## config.mk

```make
export PLATFORM = sky130hd
export DESIGN_NAME = uatr_chan
export DESIGN_NICKNAME = d
export VERILOG_FILES = /design/src/shared/uatr_pkg.sv /design/src/hdl/uatr_chan.sv
export VERILOG_INCLUDE_DIRS = /design/src /design/src/shared
export SDC_FILE = /design/constraint.sdc
export NUM_CORES = 1
export LEC_CHECK = 0
export BUFFER_PORTS_ARGS = -buffer_cell sky130_fd_sc_hd__buf_2
export CORE_MARGIN = 4
export CORE_UTILIZATION = 25
export CTS_CLUSTER_SIZE = 40
export DETAILED_ROUTE_END_ITERATION = 8
export MAX_ROUTING_LAYER = met4
export PLACE_DENSITY = 0.44
export SLEW_MARGIN = 30
export SYNTH_ARGS = -nofsm -noshare
export SYNTH_HDL_FRONTEND = slang
export SYNTH_SLANG_ARGS = --single-unit
```

## constraint.sdc

```tcl
create_clock -name clock -period 9.35 [get_ports clock]
set_clock_uncertainty 0.15 [all_clocks]
set_input_delay 2.805 -clock clock [delete_from_list [all_inputs] [get_ports clock]]
set_output_delay 2.805 -clock clock [all_outputs]
set_load 0.02 [all_outputs]
```

## src/shared/uatr_defs.svh

```systemverilog
// Constants of one serial channel: register offsets, fields, levels, timing.
// Assumes a parallel host port with a 3-bit address and one sampling tick input.
// Function
// - Shifter sends one bit per bit time
// - Fraction field selects 16X, 8X or 4X
// - Frame: start, data, optional parity, stop
// - Data leaves least significant bit first
// - FIFO mode: holding writes push transmit FIFO
// - Non-FIFO: holding empty set on shifter load
// - FIFO mode: holding empty while FIFO empty
// - Holding empty raises enabled transmit interrupt
// - Transmit empty only when shifter idle
// - Start bit confirmed low at half bit
// - Data and stop sampled at bit centre
// - Receive FIFO 64 by 11 with tags
// - Holding read pops and updates tags
// - Receive ready per character or trigger
// - Time-out after four words plus twelve
// - Auto RTS enabled, started by modem bit
// - RTS rising sets enabled flow interrupt
// - RTS off at next higher level; at trigger 60 the code turns RTS off at 60 itself
// - RTS on at next lower level
// - Receiver keeps filling until FIFO full
// - High CTS halts after current stop bit
// - CTS rising sets enabled flow interrupt
`ifndef UATR_DEFS_SVH
`define UATR_DEFS_SVH
`define UATR_A_DATA 3'h0
`define UATR_A_IEN 3'h1
`define UATR_A_ISTAT 3'h2
`define UATR_A_LCTL 3'h3
`define UATR_A_MCTL 3'h4
`define UATR_A_LSTAT 3'h5
`define UATR_A_EFEAT 3'h6
`define UATR_A_DFRAC 3'h7
`define UATR_FIFO_DEPTH 64
`define UATR_CNT_W 7
`define UATR_RX_W 11
`define UATR_OS_16X 2'h0
`define UATR_OS_8X 2'h1
`define UATR_OS_4X 2'h2
`define UATR_BT_16X 5'h10
`define UATR_BT_8X 5'h08
`define UATR_BT_4X 5'h04
`define UATR_LVL_0 7'h00
`define UATR_LVL_8 7'h08
`define UATR_LVL_16 7'h10
`define UATR_LVL_56 7'h38
`define UATR_LVL_60 7'h3C
`define UATR_LVL_64 7'h40
`define UATR_TMO_WORDS 4
`define UATR_TMO_EXTRA 12
`define UATR_ISR_NONE 8'h01
`define UATR_ISR_THR 8'h02
`define UATR_ISR_RXRDY 8'h04
`define UATR_ISR_TMO 8'h0C
`define UATR_ISR_FLOW 8'h20
`define UATR_REG_RST 8'h00
`endif

```

## src/shared/uatr_pkg.sv

```systemverilog
// Types of the serial channel.
// Assumes uatr_defs.svh supplies the numeric constants.
package uatr_pkg;
    typedef enum logic [4:0] {
        UATR_IDLE = 5'h01,
        UATR_START = 5'h02,
        UATR_DATA = 5'h04,
        UATR_PAR = 5'h08,
        UATR_STOP = 5'h10
    } uatr_st_e;
    typedef logic [7:0] uatr_byte_t;
endpackage
```

## src/hdl/uatr_chan.sv

```systemverilog
// One serial channel: FIFO and the transmit/receive/flow control logic.
// Assumes samp_tick pulses once per oversampling clock, all inputs synchronous.
`timescale 1ns/1ps
`default_nettype none
`include "uatr_defs.svh"

module uatr_fifo #(
    parameter int WIDTH = 8,
    parameter int DEPTH = 64
) (
    // Clock and reset
    input wire logic clock,
    input wire logic sys_rst,
    input wire logic flush,
    // Filling side
    input wire logic in_valid,
    output logic in_ready,
    input wire logic [WIDTH-1:0] in_data,
    // Draining side
    output logic out_valid,
    input wire logic out_ready,
    output logic [WIDTH-1:0] out_data,
    output logic [$clog2(DEPTH):0] count
);
    localparam int AW = $clog2(DEPTH);
    logic [WIDTH-1:0] mem_q [DEPTH];
    logic [AW-1:0] wp_q;
    logic [AW-1:0] rp_q;
    logic [AW:0] cnt_q;
    logic push;
    logic pop;
    assign in_ready = (cnt_q != DEPTH[AW:0]);
    assign out_valid = (cnt_q != '0);
    assign out_data = mem_q[rp_q];
    assign count = cnt_q;
    assign push = in_valid && in_ready;
    assign pop = out_valid && out_ready;
    always_ff @(posedge clock) begin
        if (push) begin
            mem_q[wp_q] <= in_data;
        end
    end
    always_ff @(posedge clock) begin
        if (sys_rst || flush) begin
            wp_q <= '0;
            rp_q <= '0;
            cnt_q <= '0;
        end else begin
            wp_q <= wp_q + AW'(push);
            rp_q <= rp_q + AW'(pop);
            cnt_q <= cnt_q + (AW+1)'(push) - (AW+1)'(pop);
        end
    end
endmodule

module uatr_chan (
    // Clock, reset, sampling tick
    input wire logic clock,
    input wire logic sys_rst,
    input wire logic samp_tick,
    // Host register port
    input wire logic [2:0] addr,
    input wire logic wr_stb,
    input wire logic rd_stb,
    input wire logic [7:0] wdata,
    output logic [7:0] rdata_q,
    // Serial link
    input wire logic rx_in,
    input wire logic cts_n,
    output logic tx_q,
    output logic rts_n_q,
    // Status pins
    output logic irq_q,
    output logic txrdy_n_q,
    output logic rxrdy_n_q
);
    logic [7:0] ien_q, fctl_q, lctl_q, mctl_q, efeat_q, dfrac_q;
    logic ovr_q, tmo_q, flow_q, cts_prev_q, rts_off_q;
    uatr_pkg::uatr_st_e tx_st_q, rx_st_q;
    logic [7:0] tx_sh_q, rx_sh_q;
    logic [4:0] tx_cnt_q, rx_cnt_q;
    logic [2:0] tx_idx_q, rx_idx_q;
    logic tx_stop2_q, rx_perr_q, tx_par_q;
    logic [10:0] tmo_cnt_q;
    logic fifo_en, wr_thr, rd_rhr, flush_tx, flush_rx;
    logic [4:0] bit_t, half_t;
    logic [2:0] wl_last;
    logic tx_tick_end, rx_half, rx_end;
    logic txf_ready, txf_valid, txf_pop, rxf_ready, rxf_valid, rxf_push;
    logic [7:0] txf_data;
    logic [10:0] rxf_data, rxf_in;
    logic [6:0] txf_cnt, rxf_cnt, rx_trig, rts_hi, rts_lo;
    logic tx_ok, thr_empty, tx_empty, rx_rdy_int, tx_line, auto_rts;
    logic [7:0] lstat, istat, rd_mux;
    logic [10:0] tmo_lim;

    assign fifo_en = fctl_q[0];
    assign wr_thr = wr_stb && (addr == `UATR_A_DATA);
    assign rd_rhr = rd_stb && (addr == `UATR_A_DATA);
    assign flush_tx = wr_stb && (addr == `UATR_A_ISTAT) && wdata[2];
    assign flush_rx = wr_stb && (addr == `UATR_A_ISTAT) && wdata[1];
    assign wl_last = 3'(lctl_q[1:0]) + 3'h4;

    always_comb begin
        unique case (dfrac_q[5:4])
            `UATR_OS_8X: bit_t = `UATR_BT_8X;
            `UATR_OS_4X: bit_t = `UATR_BT_4X;
            default: bit_t = `UATR_BT_16X;
        endcase
        half_t = bit_t >> 1;
    end

    // Host register writes
    always_ff @(posedge clock) begin
        if (sys_rst) begin
            ien_q <= `UATR_REG_RST;
            fctl_q <= `UATR_REG_RST;
            lctl_q <= `UATR_REG_RST;
            mctl_q <= `UATR_REG_RST;
            efeat_q <= `UATR_REG_RST;
            dfrac_q <= `UATR_REG_RST;
        end else if (wr_stb) begin
            unique case (addr)
                `UATR_A_IEN: ien_q <= efeat_q[4] ? wdata : {4'h0, wdata[3:0]};
                `UATR_A_ISTAT: fctl_q <= wdata;
                `UATR_A_LCTL: lctl_q <= wdata;
                `UATR_A_MCTL: mctl_q <= wdata;
                `UATR_A_EFEAT: efeat_q <= wdata;
                `UATR_A_DFRAC: dfrac_q <= wdata;
                default: ;
            endcase
        end
    end

    // Host writes go into the transmit FIFO
    uatr_fifo #(.WIDTH(8), .DEPTH(`UATR_FIFO_DEPTH)) u_txf (
        .clock(clock),
        .sys_rst(sys_rst),
        .flush(flush_tx),
        .in_valid(wr_thr),
        .in_ready(txf_ready),
        .in_data(wdata),
        .out_valid(txf_valid),
        .out_ready(txf_pop),
        .out_data(txf_data),
        .count(txf_cnt)
    );

    uatr_fifo #(.WIDTH(`UATR_RX_W), .DEPTH(`UATR_FIFO_DEPTH)) u_rxf (
        .clock(clock),
        .sys_rst(sys_rst),
        .flush(flush_rx),
        .in_valid(rxf_push),
        .in_ready(rxf_ready),
        .in_data(rxf_in),
        .out_valid(rxf_valid),
        .out_ready(rd_rhr),
        .out_data(rxf_data),
        .count(rxf_cnt)
    );

    // Auto CTS gates only the start of a new character
    assign tx_ok = !(efeat_q[7] && cts_n);
    assign txf_pop = (tx_st_q == uatr_pkg::UATR_IDLE) && tx_ok;
    assign tx_tick_end = samp_tick && (tx_cnt_q == bit_t - 5'h1);

    always_ff @(posedge clock) begin
        if (sys_rst) begin
            tx_st_q <= uatr_pkg::UATR_IDLE;
            tx_sh_q <= 8'h00;
            tx_cnt_q <= 5'h00;
            tx_idx_q <= 3'h0;
            tx_stop2_q <= 1'b0;
        end else begin
            tx_cnt_q <= tx_tick_end ? 5'h00 : tx_cnt_q + 5'(samp_tick);
            unique case (tx_st_q)
                uatr_pkg::UATR_IDLE: begin
                    tx_cnt_q <= 5'h00;
                    if (txf_pop && txf_valid) begin
                        tx_sh_q <= txf_data;
                        tx_st_q <= uatr_pkg::UATR_START;
                    end
                end
                uatr_pkg::UATR_START: if (tx_tick_end) begin
                    tx_idx_q <= 3'h0;
                    tx_st_q <= uatr_pkg::UATR_DATA;
                end
                uatr_pkg::UATR_DATA: if (tx_tick_end) begin
                    tx_sh_q <= tx_sh_q >> 1;
                    tx_idx_q <= tx_idx_q + 3'h1;
                    if (tx_idx_q == wl_last) begin
                        tx_stop2_q <= lctl_q[2];
                        tx_st_q <= lctl_q[3] ? uatr_pkg::UATR_PAR : uatr_pkg::UATR_STOP;
                    end
                end
                uatr_pkg::UATR_PAR: if (tx_tick_end) begin
                    tx_st_q <= uatr_pkg::UATR_STOP;
                end
                uatr_pkg::UATR_STOP: if (tx_tick_end) begin
                    tx_stop2_q <= 1'b0;
                    if (!tx_stop2_q) begin
                        tx_st_q <= uatr_pkg::UATR_IDLE;
                    end
                end
            endcase
        end
    end

    // Running parity of the bits sent so far
    always_ff @(posedge clock) begin
        if (sys_rst || tx_st_q == uatr_pkg::UATR_START) begin
            tx_par_q <= 1'b0;
        end else if (tx_st_q == uatr_pkg::UATR_DATA && tx_tick_end) begin
            tx_par_q <= tx_par_q ^ tx_sh_q[0];
        end
    end

    always_comb begin
        unique case (tx_st_q)
            uatr_pkg::UATR_START: tx_line = 1'b0;
            uatr_pkg::UATR_DATA: tx_line = tx_sh_q[0];
            uatr_pkg::UATR_PAR: tx_line = tx_par_q ^ !lctl_q[4];
            default: tx_line = 1'b1;
        endcase
    end

    always_ff @(posedge clock) begin
        if (sys_rst) begin
            tx_q <= 1'b1;
        end else begin
            tx_q <= tx_line;
        end
    end

    // Holding empty once the byte left for the shifter
    assign thr_empty = !txf_valid;
    assign tx_empty = thr_empty && (tx_st_q == uatr_pkg::UATR_IDLE);

    assign rx_half = samp_tick && (rx_cnt_q == half_t - 5'h1);
    assign rx_end = samp_tick && (rx_cnt_q == bit_t - 5'h1);
    logic rxf_room, rx_stop_ok, rx_brk, rts_off_d, rts_n_d;
    logic [7:0] rx_byte;

    // Transmit checks
    a_tx_load_byte: assert property (@(posedge clock) disable iff (sys_rst)
        (tx_st_q == uatr_pkg::UATR_IDLE && txf_pop && txf_valid) |=> (tx_st_q == uatr_pkg::UATR_START && tx_sh_q == $past(txf_data)))
        else $error("transmit shifter missed the FIFO head");
    a_cts_holds: assert property (@(posedge clock) disable iff (sys_rst)
        (tx_st_q == uatr_pkg::UATR_IDLE && efeat_q[7] && cts_n) |=> (tx_st_q == uatr_pkg::UATR_IDLE))
        else $error("transmit started while the far end held us off");
    a_tx_empty_idle: assert property (@(posedge clock) disable iff (sys_rst)
        lstat[6] |-> (tx_st_q == uatr_pkg::UATR_IDLE && txf_cnt == `UATR_LVL_0))
        else $error("transmit empty shown while data remains");

    // Accept while room remains, one entry in non-FIFO mode
    assign rxf_room = fifo_en ? rxf_ready : (rxf_cnt == `UATR_LVL_0);
    assign rx_stop_ok = (rx_st_q == uatr_pkg::UATR_STOP) && rx_end;
    assign rxf_push = rx_stop_ok && rxf_room;
    assign rx_byte = rx_sh_q >> (3'h7 - wl_last);
    assign rx_brk = !rx_in && (rx_byte == 8'h00);
    assign rxf_in = {rx_brk, !rx_in, lctl_q[3] && rx_perr_q, rx_byte};

    // Receive sequencer, start check then centre samples
    always_ff @(posedge clock) begin
        if (sys_rst) begin
            rx_st_q <= uatr_pkg::UATR_IDLE;
            rx_sh_q <= 8'h00;
            rx_cnt_q <= 5'h00;
            rx_idx_q <= 3'h0;
        end else begin
            rx_cnt_q <= rx_end ? 5'h00 : rx_cnt_q + 5'(samp_tick);
            unique case (rx_st_q)
                uatr_pkg::UATR_IDLE: begin
                    rx_cnt_q <= 5'h00;
                    if (!rx_in) begin
                        rx_st_q <= uatr_pkg::UATR_START;
                    end
                end
                uatr_pkg::UATR_START: if (rx_half) begin
                    rx_cnt_q <= 5'h00;
                    rx_idx_q <= 3'h0;
                    rx_st_q <= rx_in ? uatr_pkg::UATR_IDLE : uatr_pkg::UATR_DATA;
                end
                uatr_pkg::UATR_DATA: if (rx_end) begin
                    rx_sh_q <= {rx_in, rx_sh_q[7:1]};
                    rx_idx_q <= rx_idx_q + 3'h1;
                    if (rx_idx_q == wl_last) begin
                        rx_st_q <= lctl_q[3] ? uatr_pkg::UATR_PAR : uatr_pkg::UATR_STOP;
                    end
                end
                uatr_pkg::UATR_PAR: if (rx_end) begin
                    rx_st_q <= uatr_pkg::UATR_STOP;
                end
                uatr_pkg::UATR_STOP: if (rx_end) begin
                    rx_st_q <= uatr_pkg::UATR_IDLE;
                end
            endcase
        end
    end
    a_start_reject: assert property (@(posedge clock) disable iff (sys_rst)
        (rx_st_q == uatr_pkg::UATR_START && rx_half && rx_in) |=> (rx_st_q == uatr_pkg::UATR_IDLE))
        else $error("false start bit was accepted");

    // Parity check of received bits
    always_ff @(posedge clock) begin
        if (sys_rst || rx_st_q == uatr_pkg::UATR_START) begin
            rx_perr_q <= 1'b0;
        end else if (rx_st_q == uatr_pkg::UATR_DATA && rx_end) begin
            rx_perr_q <= rx_perr_q ^ rx_in;
        end else if (rx_st_q == uatr_pkg::UATR_PAR && rx_end) begin
            rx_perr_q <= rx_perr_q ^ rx_in ^ !lctl_q[4];
        end
    end

    // Trigger level and its hysteresis pair
    always_comb begin
        unique case (fctl_q[7:6])
            2'h0: {rx_trig, rts_hi, rts_lo} = {`UATR_LVL_8, `UATR_LVL_16, `UATR_LVL_0};
            2'h1: {rx_trig, rts_hi, rts_lo} = {`UATR_LVL_16, `UATR_LVL_56, `UATR_LVL_8};
            2'h2: {rx_trig, rts_hi, rts_lo} = {`UATR_LVL_56, `UATR_LVL_60, `UATR_LVL_16};
            2'h3: {rx_trig, rts_hi, rts_lo} = {`UATR_LVL_60, `UATR_LVL_60, `UATR_LVL_56};
        endcase
    end

    // Auto RTS needs both the enable and the software request
    assign auto_rts = efeat_q[6] && mctl_q[1];
    // Off at the upper level, back on at the lower
    assign rts_off_d = auto_rts && (rxf_cnt >= rts_hi || (rts_off_q && rxf_cnt > rts_lo));
    assign rts_n_d = !mctl_q[1] || rts_off_d;
    always_ff @(posedge clock) begin
        if (sys_rst) begin
            rts_off_q <= 1'b0;
            rts_n_q <= 1'b1;
        end else begin
            rts_off_q <= rts_off_d;
            rts_n_q <= rts_n_d;
        end
    end
    a_rts_off_high: assert property (@(posedge clock) disable iff (sys_rst)
        (auto_rts && rxf_cnt >= rts_hi) |=> rts_n_q)
        else $error("request to send still on above upper level");
    a_rts_on_low: assert property (@(posedge clock) disable iff (sys_rst)
        (auto_rts && rxf_cnt <= rts_lo) |=> !rts_n_q)
        else $error("request to send still off below lower level");

    // Time-out counter, idle while the FIFO is empty
    assign tmo_lim = 11'((`UATR_TMO_WORDS * (5 + lctl_q[1:0]) + `UATR_TMO_EXTRA) * bit_t);
    always_ff @(posedge clock) begin
        if (sys_rst || !rxf_valid || rxf_push || rd_rhr) begin
            tmo_cnt_q <= 11'h000;
            tmo_q <= 1'b0;
        end else if (tmo_cnt_q != tmo_lim) begin
            tmo_cnt_q <= tmo_cnt_q + 11'(samp_tick);
        end else begin
            tmo_q <= 1'b1;
        end
    end

    // Flow and overrun flags, new event wins over clearing read
    always_ff @(posedge clock) begin
        if (sys_rst) begin
            cts_prev_q <= 1'b1;
            flow_q <= 1'b0;
            ovr_q <= 1'b0;
        end else begin
            cts_prev_q <= cts_n;
            if ((ien_q[6] && rts_n_d && !rts_n_q) || (ien_q[7] && cts_n && !cts_prev_q)) begin
                flow_q <= 1'b1;
            end else if (rd_stb && addr == `UATR_A_ISTAT) begin
                flow_q <= 1'b0;
            end
            if (rx_stop_ok && !rxf_room) begin
                ovr_q <= 1'b1;
            end else if (rd_stb && addr == `UATR_A_LSTAT) begin
                ovr_q <= 1'b0;
            end
        end
    end

    assign rx_rdy_int = fifo_en ? (rxf_cnt >= rx_trig) : rxf_valid;
    // Tags follow the head of the receive FIFO
    assign lstat = {1'b0, tx_empty, thr_empty, rxf_valid ? rxf_data[10:8] : 3'h0, ovr_q, rxf_valid};
    assign istat = (ien_q[0] && tmo_q) ? `UATR_ISR_TMO :
        (ien_q[0] && rx_rdy_int) ? `UATR_ISR_RXRDY :
        (ien_q[1] && thr_empty) ? `UATR_ISR_THR :
        flow_q ? `UATR_ISR_FLOW : `UATR_ISR_NONE;

    always_comb begin
        unique case (addr)
            `UATR_A_DATA: rd_mux = rxf_data[7:0];
            `UATR_A_IEN: rd_mux = ien_q;
            `UATR_A_ISTAT: rd_mux = istat;
            `UATR_A_LCTL: rd_mux = lctl_q;
            `UATR_A_MCTL: rd_mux = mctl_q;
            `UATR_A_LSTAT: rd_mux = lstat;
            `UATR_A_EFEAT: rd_mux = efeat_q;
            `UATR_A_DFRAC: rd_mux = dfrac_q;
        endcase
    end

    // Outputs leave from flip-flops
    always_ff @(posedge clock) begin
        if (sys_rst) begin
            rdata_q <= `UATR_REG_RST;
            irq_q <= 1'b0;
            txrdy_n_q <= 1'b0;
            rxrdy_n_q <= 1'b1;
        end else begin
            if (rd_stb) begin
                rdata_q <= rd_mux;
            end
            irq_q <= (istat != `UATR_ISR_NONE);
            txrdy_n_q <= fifo_en ? !txf_ready : !thr_empty;
            rxrdy_n_q <= !(rx_rdy_int || tmo_q);
        end
    end
endmodule
`default_nettype wire

```

; Word level (Yosys, flattened, before mapping)
; Memories as Yosys holds them, arrays and structs flattened. A register that Yosys moved wholly into a read port is not among the register bits.
; Cells that the tools add are included.
[classes]
add_sub_neg = 19
mul = 1
n_lt_le_gt_ge = 3
n_eq_ne = 44
shift = 1
mux = 60
bitwise = 4
n_reduce_logical = 85
[ops]
columns = cell, n
row1 = 2-to-1 mux 5 bit, 16
row2 = one-hot mux 8 bit (8 select lines), 1
row3 = one-hot mux 7 bit (4 select lines), 2
row4 = one-hot mux 5 bit (5 select lines), 2
row5 = 2-to-1 mux 6 bit, 6
row6 = logical AND 1 bit, 35
row7 = adder 6 x 1 -> 6 bit, 4
row8 = 2-to-1 mux 8 bit, 3
row9 = inequality test 2 bit (second input constant), 12
row10 = one-hot mux 7 bit (3 select lines), 1
row11 = one-hot mux 5 bit (2 select lines), 2
row12 = 2-to-1 mux 3 bit, 6
row13 = 2-to-1 mux 1 bit, 16
row14 = one-hot mux 8 bit (2 select lines), 1
row15 = == test 5 bit, 3
row16 = adder 7 x 1 -> 7 bit, 2
row17 = >= comparator 7 bit, 2
row18 = inequality test 7 bit (second input constant), 2
row19 = AND reduction 2 bit, 7
row20 = nonzero test 2 bit, 7
row21 = nonzero test 7 bit, 2
row22 = subtractor 7 x 1 -> 7 bit, 2
row23 = == test 3 bit (second input constant), 4
row24 = one-hot mux 3 bit (2 select lines), 2
row25 = other kinds (40), 77
[totals]
regBits = 160
ram_bits = 1216
input_bits = 18
out_inout_bits = 13
word_cells = 254
n_memories = 2
[memory_table]
columns = name, depth, word_bits, read_ports, rd_clocked_by_memory_dff, wr, line
row1 = u_rxf.mem_q, 64, 11, 1, 1, 1, uatr_chan.sv:26  ; logic [WIDTH-1:0] mem_q [DEPTH];
row2 = u_txf.mem_q, 64, 8, 1, 1, 1, uatr_chan.sv:26

; Longest topological paths before layout
[logic_depth]
ltp_word = 11
depth_mapped = 17
mapped_depth_nobuf = 16

; By module
; A second synthesis with hierarchy kept.
[unflattened]
hier_cells = 3325
area_unflattened_um2 = 56078.8
[modules_own_cells]
columns = module, n_inst, cells_per_inst, area_each_um2, seq_area_each_um2
row1 = uatr_fifo at u_rxf, 1, 1458, 28584.9, 21520.6
row2 = uatr_fifo at u_txf, 1, 1071, 20995.1, 15755.1
row3 = uatr_chan, 1, 796, 6498.7, 2342.2

; Worst setup path before layout
; Ideal clock, no wire load.
[synth_timing]
path_type = input -> register
start = input port rx_in
end = memory u_rxf.mem_q[0][10] in the netlist's numbering (data pin)
setup_ns = 0.861
arrival_time_ns = 6.400
path_slack_ns = 1.938
cell_stages = 3
n_path_buf = 0
path_cell_list = nor2_1 nand4bb_1 nor4_1
[synth_via]
elab_chain_cells = 2
[synth_rtl]
columns = item, line
row1 = from (decl), uatr_chan.sv:68  ; input wire logic rx_in,
row2 = zero test 1 bit, --
row3 = logical AND 1 bit, uatr_chan.sv:260  ; assign rx_brk = !rx_in && (rx_byte == 8'h00);
row4 = net rx_brk, uatr_chan.sv:241  ; logic rxf_room, rx_stop_ok, rx_brk, rts_off_d, rts_n_d;
row5 = to (decl), uatr_chan.sv:26
; The timed path passes the listed nets, and every way through them passes these cells.

; Worst setup path in the final report
[layout_timing]
start = input port samp_tick
end = memory u_rxf.mem_q[10][2] in the netlist's numbering, enable pin
[layout_via]
elab_chain_cells = 6
[layout_rtl]
columns = item, line
row1 = from (decl), uatr_chan.sv:60  ; input wire logic samp_tick,
row2 = logical AND 1 bit, uatr_chan.sv:240  ; assign rx_end = samp_tick && (rx_cnt_q == bit_t - 5'h1);
row3 = logical AND 1 bit, uatr_chan.sv:257  ; assign rx_stop_ok = (rx_st_q == uatr_pkg::UATR_STOP) && rx_end;
row4 = logical AND 1 bit, uatr_chan.sv:258  ; assign rxf_push = rx_stop_ok && rxf_room;
row5 = logical AND 1 bit, uatr_chan.sv:36  ; assign push = in_valid && in_ready;
row6 = 2-to-1 mux 1 bit, uatr_chan.sv:39  ; if (push) begin
row7 = 2-to-1 mux 1 bit (not written as such), uatr_chan.sv:40  ; mem_q[wp_q] <= in_data;
; Every way passes these cells.

==> metrics.txt <==
# TYPE chip_impl_metric gauge
chip_impl_metric{name="vias_per_cell",unit=""} 4.55
chip_impl_info{name="critical_path.startpoint_type",value="primary input"} 1
chip_impl_metric{name="swShare",unit="%"} 23.5
chip_impl_metric{name="post-route-min-period",unit="ns"} 5.73
chip_impl_metric{name="timing_worst_slew_pin_value",unit="ns"} 1.04
chip_impl_metric{name="met3_use_gr",unit="%"} 2.37
chip_impl_metric{name="routed_wl",unit="mm"} 151
chip_impl_info{name="crit_type",value="primary input to flop"} 1
chip_impl_info{name="synth_top_flop_cell",value="edfxtp_1"} 1
chip_impl_info{name="critical-path-slowest-cell",value="nor2_1"} 1
chip_impl_metric{name="dieWidth",unit="um"} 478
chip_impl_info{name="grt_setup_unrepaired",value="no"} 1
chip_impl_info{name="outcome",value="finished clean"} 1
chip_impl_metric{name="power_frac_comb",unit="%"} 9.5
chip_impl_info{name="crit_chain",value="buf_2, and3b_1, nand4_1, buf_4, nor4_1, nand2_1, nor2_1"} 1
chip_impl_metric{name="finalSetupViolations",unit=""} 0
chip_impl_metric{name="finalNetCount",unit=""} 3315
chip_impl_metric{name="largest_fanout_of_any_net_on_the_critical_path",unit=""} 18
chip_impl_metric{name="cts.clk_slew.worst_paths",unit="ns"} 0.06
chip_impl_metric{name="largest_net_degree_at_the_start_of_global_routing",unit=""} 90
chip_impl_metric{name="start_util",unit="%"} 25.2
chip_impl_metric{name="synthesis.yosys.warnings",unit=""} 0
chip_impl_metric{name="seq_area_frac_synth",unit="%"} 71.7
chip_impl_metric{name="clock_path_buffers",unit=""} 3
chip_impl_metric{name="rows",unit=""} 172
chip_impl_metric{name="power.clock.fraction",unit="%"} 42.1
chip_impl_metric{name="ir_drop",unit="V"} 0.000184
chip_impl_metric{name="area_added_between_synthesis_and_finish",unit="%"} 15.4
chip_impl_metric{name="iteration_count_of_the_initial_detailed_routing_pass",unit=""} 5
chip_impl_metric{name="floorplan.core_area",unit="um^2"} 220000
chip_impl_metric{name="grt_first_pass_wirelength",unit="mm"} 219
chip_impl_metric{name="grt_use_met1",unit="%"} 17.8
chip_impl_metric{name="critical-path-max-stage-delay",unit="ns"} 0.98
chip_impl_metric{name="worst_skew_pair.late_latency",unit="ns"} 0.78
chip_impl_metric{name="synth-edff-count",unit=""} 1216
chip_impl_metric{name="grt_pass1_vias",unit=""} 29400
chip_impl_metric{name="synth_area_per_cell",unit="um^2"} 17.5
chip_impl_info{name="tritoncts_clock_tree",value="built"} 1
chip_impl_metric{name="postSynthRegisterBits",unit=""} 1371
chip_impl_metric{name="drc",unit=""} 0
chip_impl_info{name="synth_top_cell_by_area",value="edfxtp_1"} 1
chip_impl_metric{name="worst-endpoint-required",unit="ns"} 9.57
chip_impl_metric{name="ioPinCount",unit=""} 31
chip_impl_metric{name="netlist_area",unit="um^2"} 55300
chip_impl_metric{name="post-place-ws",unit="ns"} 2.87
chip_impl_info{name="mostFrequentLayoutCell",value="edfxtp_1"} 1
chip_impl_metric{name="sum_of_buffers_and_inverters_on_the_critical_path",unit=""} 2
chip_impl_metric{name="cts-buffers-inserted",unit=""} 147
chip_impl_metric{name="antenna_violating_nets_post_route",unit=""} 0
chip_impl_info{name="clk_root_buffer_cell",value="clkbuf_16"} 1
chip_impl_metric{name="detailedPlacementHpwl",unit="mm"} 92.4
chip_impl_metric{name="post_cts_resize_count",unit=""} 0
chip_impl_metric{name="grt_use_total",unit="%"} 13.3
chip_impl_info{name="timing.critical_path.max_delay_family",value="simple AND/OR/NAND/NOR gates"} 1
chip_impl_metric{name="synth.lib_cells_used.distinct",unit=""} 81
chip_impl_metric{name="htree_num_levels",unit=""} 4
chip_impl_metric{name="grt_use_met2",unit="%"} 21.2
chip_impl_metric{name="routabilityCongestion",unit=""} 0.788
chip_impl_metric{name="grt-ovfl-total",unit=""} 0
chip_impl_metric{name="port-buffer-count",unit=""} 30
chip_impl_metric{name="critPathArrivalTime",unit="ns"} 5.95
chip_impl_info{name="grt-busiest-layer",value="met2"} 1
chip_impl_metric{name="total_number_of_clock_tree_sinks",unit=""} 1371
chip_impl_metric{name="postLayoutCellArea",unit="um^2"} 63800
chip_impl_metric{name="initialDrtViolationCount",unit=""} 2355
chip_impl_metric{name="power.share.sequential",unit="%"} 48.4
chip_impl_metric{name="p_int",unit="mW"} 10.7
chip_impl_metric{name="setup_total_negative_slack",unit="ns"} 0
chip_impl_metric{name="die-height",unit="um"} 478
chip_impl_info{name="synth.top_cells.by_area",value="edfxtp_1, mux4_2, dfxtp_1, mux2i_1, nor2_1"} 1
chip_impl_metric{name="min_period_over_period",unit="%"} 61.3
chip_impl_metric{name="p_per_area",unit="nW/um^2"} 220
chip_impl_metric{name="routed_wire_length_per_instance",unit="um"} 23.9
chip_impl_metric{name="yosys.area.top_type_share",unit="%"} 66.1
chip_impl_metric{name="post_cts_hold_buffer_count",unit=""} 0
chip_impl_info{name="endpoint_kind",value="flop"} 1
chip_impl_metric{name="synthArstFlopShare",unit="%"} 0
chip_impl_metric{name="finalHoldViolations",unit=""} 0
chip_impl_metric{name="detailroute.via_count",unit=""} 28800
chip_impl_metric{name="grt_antenna_before_repair",unit=""} 6
chip_impl_metric{name="multi_input_combinational_cell_area",unit="um^2"} 14800
chip_impl_metric{name="floorplan.die_area",unit="um^2"} 229000
chip_impl_metric{name="place_area",unit="um^2"} 58800
chip_impl_metric{name="synth_fp_nets",unit=""} 3243
chip_impl_metric{name="report.final.slew_viol_count",unit=""} 0
chip_impl_metric{name="post_cts_setup_buffers",unit=""} 0
chip_impl_metric{name="n_fill_cell",unit=""} 21700
chip_impl_metric{name="max_clock_freq",unit="MHz"} 174
chip_impl_metric{name="ff_latch_area",unit="um^2"} 39600
chip_impl_metric{name="max_cap_viol_count",unit=""} 0
chip_impl_metric{name="power.static_leakage",unit="nW"} 19.4
chip_impl_metric{name="post_synth_inst_count",unit=""} 3165
chip_impl_metric{name="maxSlewHeadroom",unit="%"} 30.3
chip_impl_info{name="worst_min_delay_path_class",value="flop to flop"} 1
chip_impl_metric{name="netSwitchingPower",unit="mW"} 3.30
chip_impl_metric{name="postLayoutCoreUtil",unit="%"} 29.0
chip_impl_metric{name="final.setup.worst_slack",unit="ns"} 3.62
chip_impl_metric{name="layout-drive-gt1-share",unit="%"} 19.8
chip_impl_info{name="layout_common_cells",value="edfxtp_1, mux4_2, nand2_1"} 1
==> power groups by stage <==
| stage | registers [mW] | logic (mW) | clock network [mW] |
|---|---|---|---|
| 3_3_place_gp | 6.92 | 1.36 | 0 |
| 5_1_grt | 6.80 | 1.47 | 6.33 |
| 3_5_place_dp | 6.92 | 1.36 | 0 |
| 2_1_floorplan | 6.85 | 1.04 | 0 |
| 4_1_cts | 6.79 | 1.36 | 6.06 |
| 6_report | 6.78 | 1.33 | 5.90 |
==> through the flow <==
step                hold slack (ns)  instances  total power [mW]
floorplan                     0.247       3165              7.89
global placement              0.276       6043              8.29
detailed placement            0.275       6045              8.28
CTS                           0.290       6316              14.2
global route                  0.316       6318              14.6
finish                        0.296       6318              14.0
==> synth_stat cells, drive strengths merged, types with 12 or more instances <==
master,instances
nor2b,19
xor2,27
nand3,68
mux2i,151
and2,29
a21oi,114
o22ai,27
o21ai,54
ha,54
mux2,16
nand2,198
or3,13
a211oi,26
mux4,274
buf,92
xnor2,32
inv,51
edfxtp,1216
clkbuf,65
and3,12
dfxtp,155
a22oi,46
nor2,234
nor3,24
o221ai,13
==> sequential cells by signal (all words and copies together) (netlist names), 7 cells and up <==
name and flops:
u_rxf.mem_q 704, rx_sh_q 8, tx_sh_q 8, ien_q 8, u_rxf.count 7, mctl_q 8, rdata_q 8, dfrac_q 8
lctl_q 8, u_txf.mem_q 512, tmo_cnt_q 11, u_txf.count 7, efeat_q 8
==> layout make-up <==
class                   count  share of cell area (%)
multi-input cells        1583                    23.2
diodes                      1                 0.00392
clock inverters            88                    1.42
inverters                  54                   0.326
repair buffers             80                   0.949
well taps                2958                    5.80
clock buffers             183                    6.19
flip-flops and latches   1371                    62.1
==> routing by layer <==
metal	share of wire, %	up-vias	routed length, um
li1	-	12700	-
met1	45	15100	67900
met2	48	716	72900
met3	4.6	190	6890
met4	2.1	0	3150
met5	0	-	0
==> worst paths after layout <==
check | endpoint | depth (start not counted) | slack [ns] | startpoint
hold / removal | rts_n_q$_SDFF_PP1_ | 1 | 0.30 | mctl_q[1]$_SDFFE_PP0P_
hold reg to reg | rts_n_q$_SDFF_PP1_ | 1 | 0.30 | mctl_q[1]$_SDFFE_PP0P_
setup reg to reg | tmo_cnt_q[10]$_SDFFE_PP0P_ | 16 | 4.29 | lctl_q[1]$_SDFFE_PP0P_
setup / recovery | u_rxf.mem_q[10][2]$_DFFE_PP_ | 7 | 3.62 | samp_tick
==> logic make-up after synthesis <==
logic type,Yosys count,synth area share (%)
AO/OA/AOI/OAI,360,4.21
XOR/XNOR,59,0.935
buffers and inverters,211,1.92
flip-flops,1371,71.7
multiplexers,441,14.3
adder cells (fa/ha/maj),60,1.44
AND/OR/NAND/NOR,663,5.53
(Power assumes the default switching activity.)
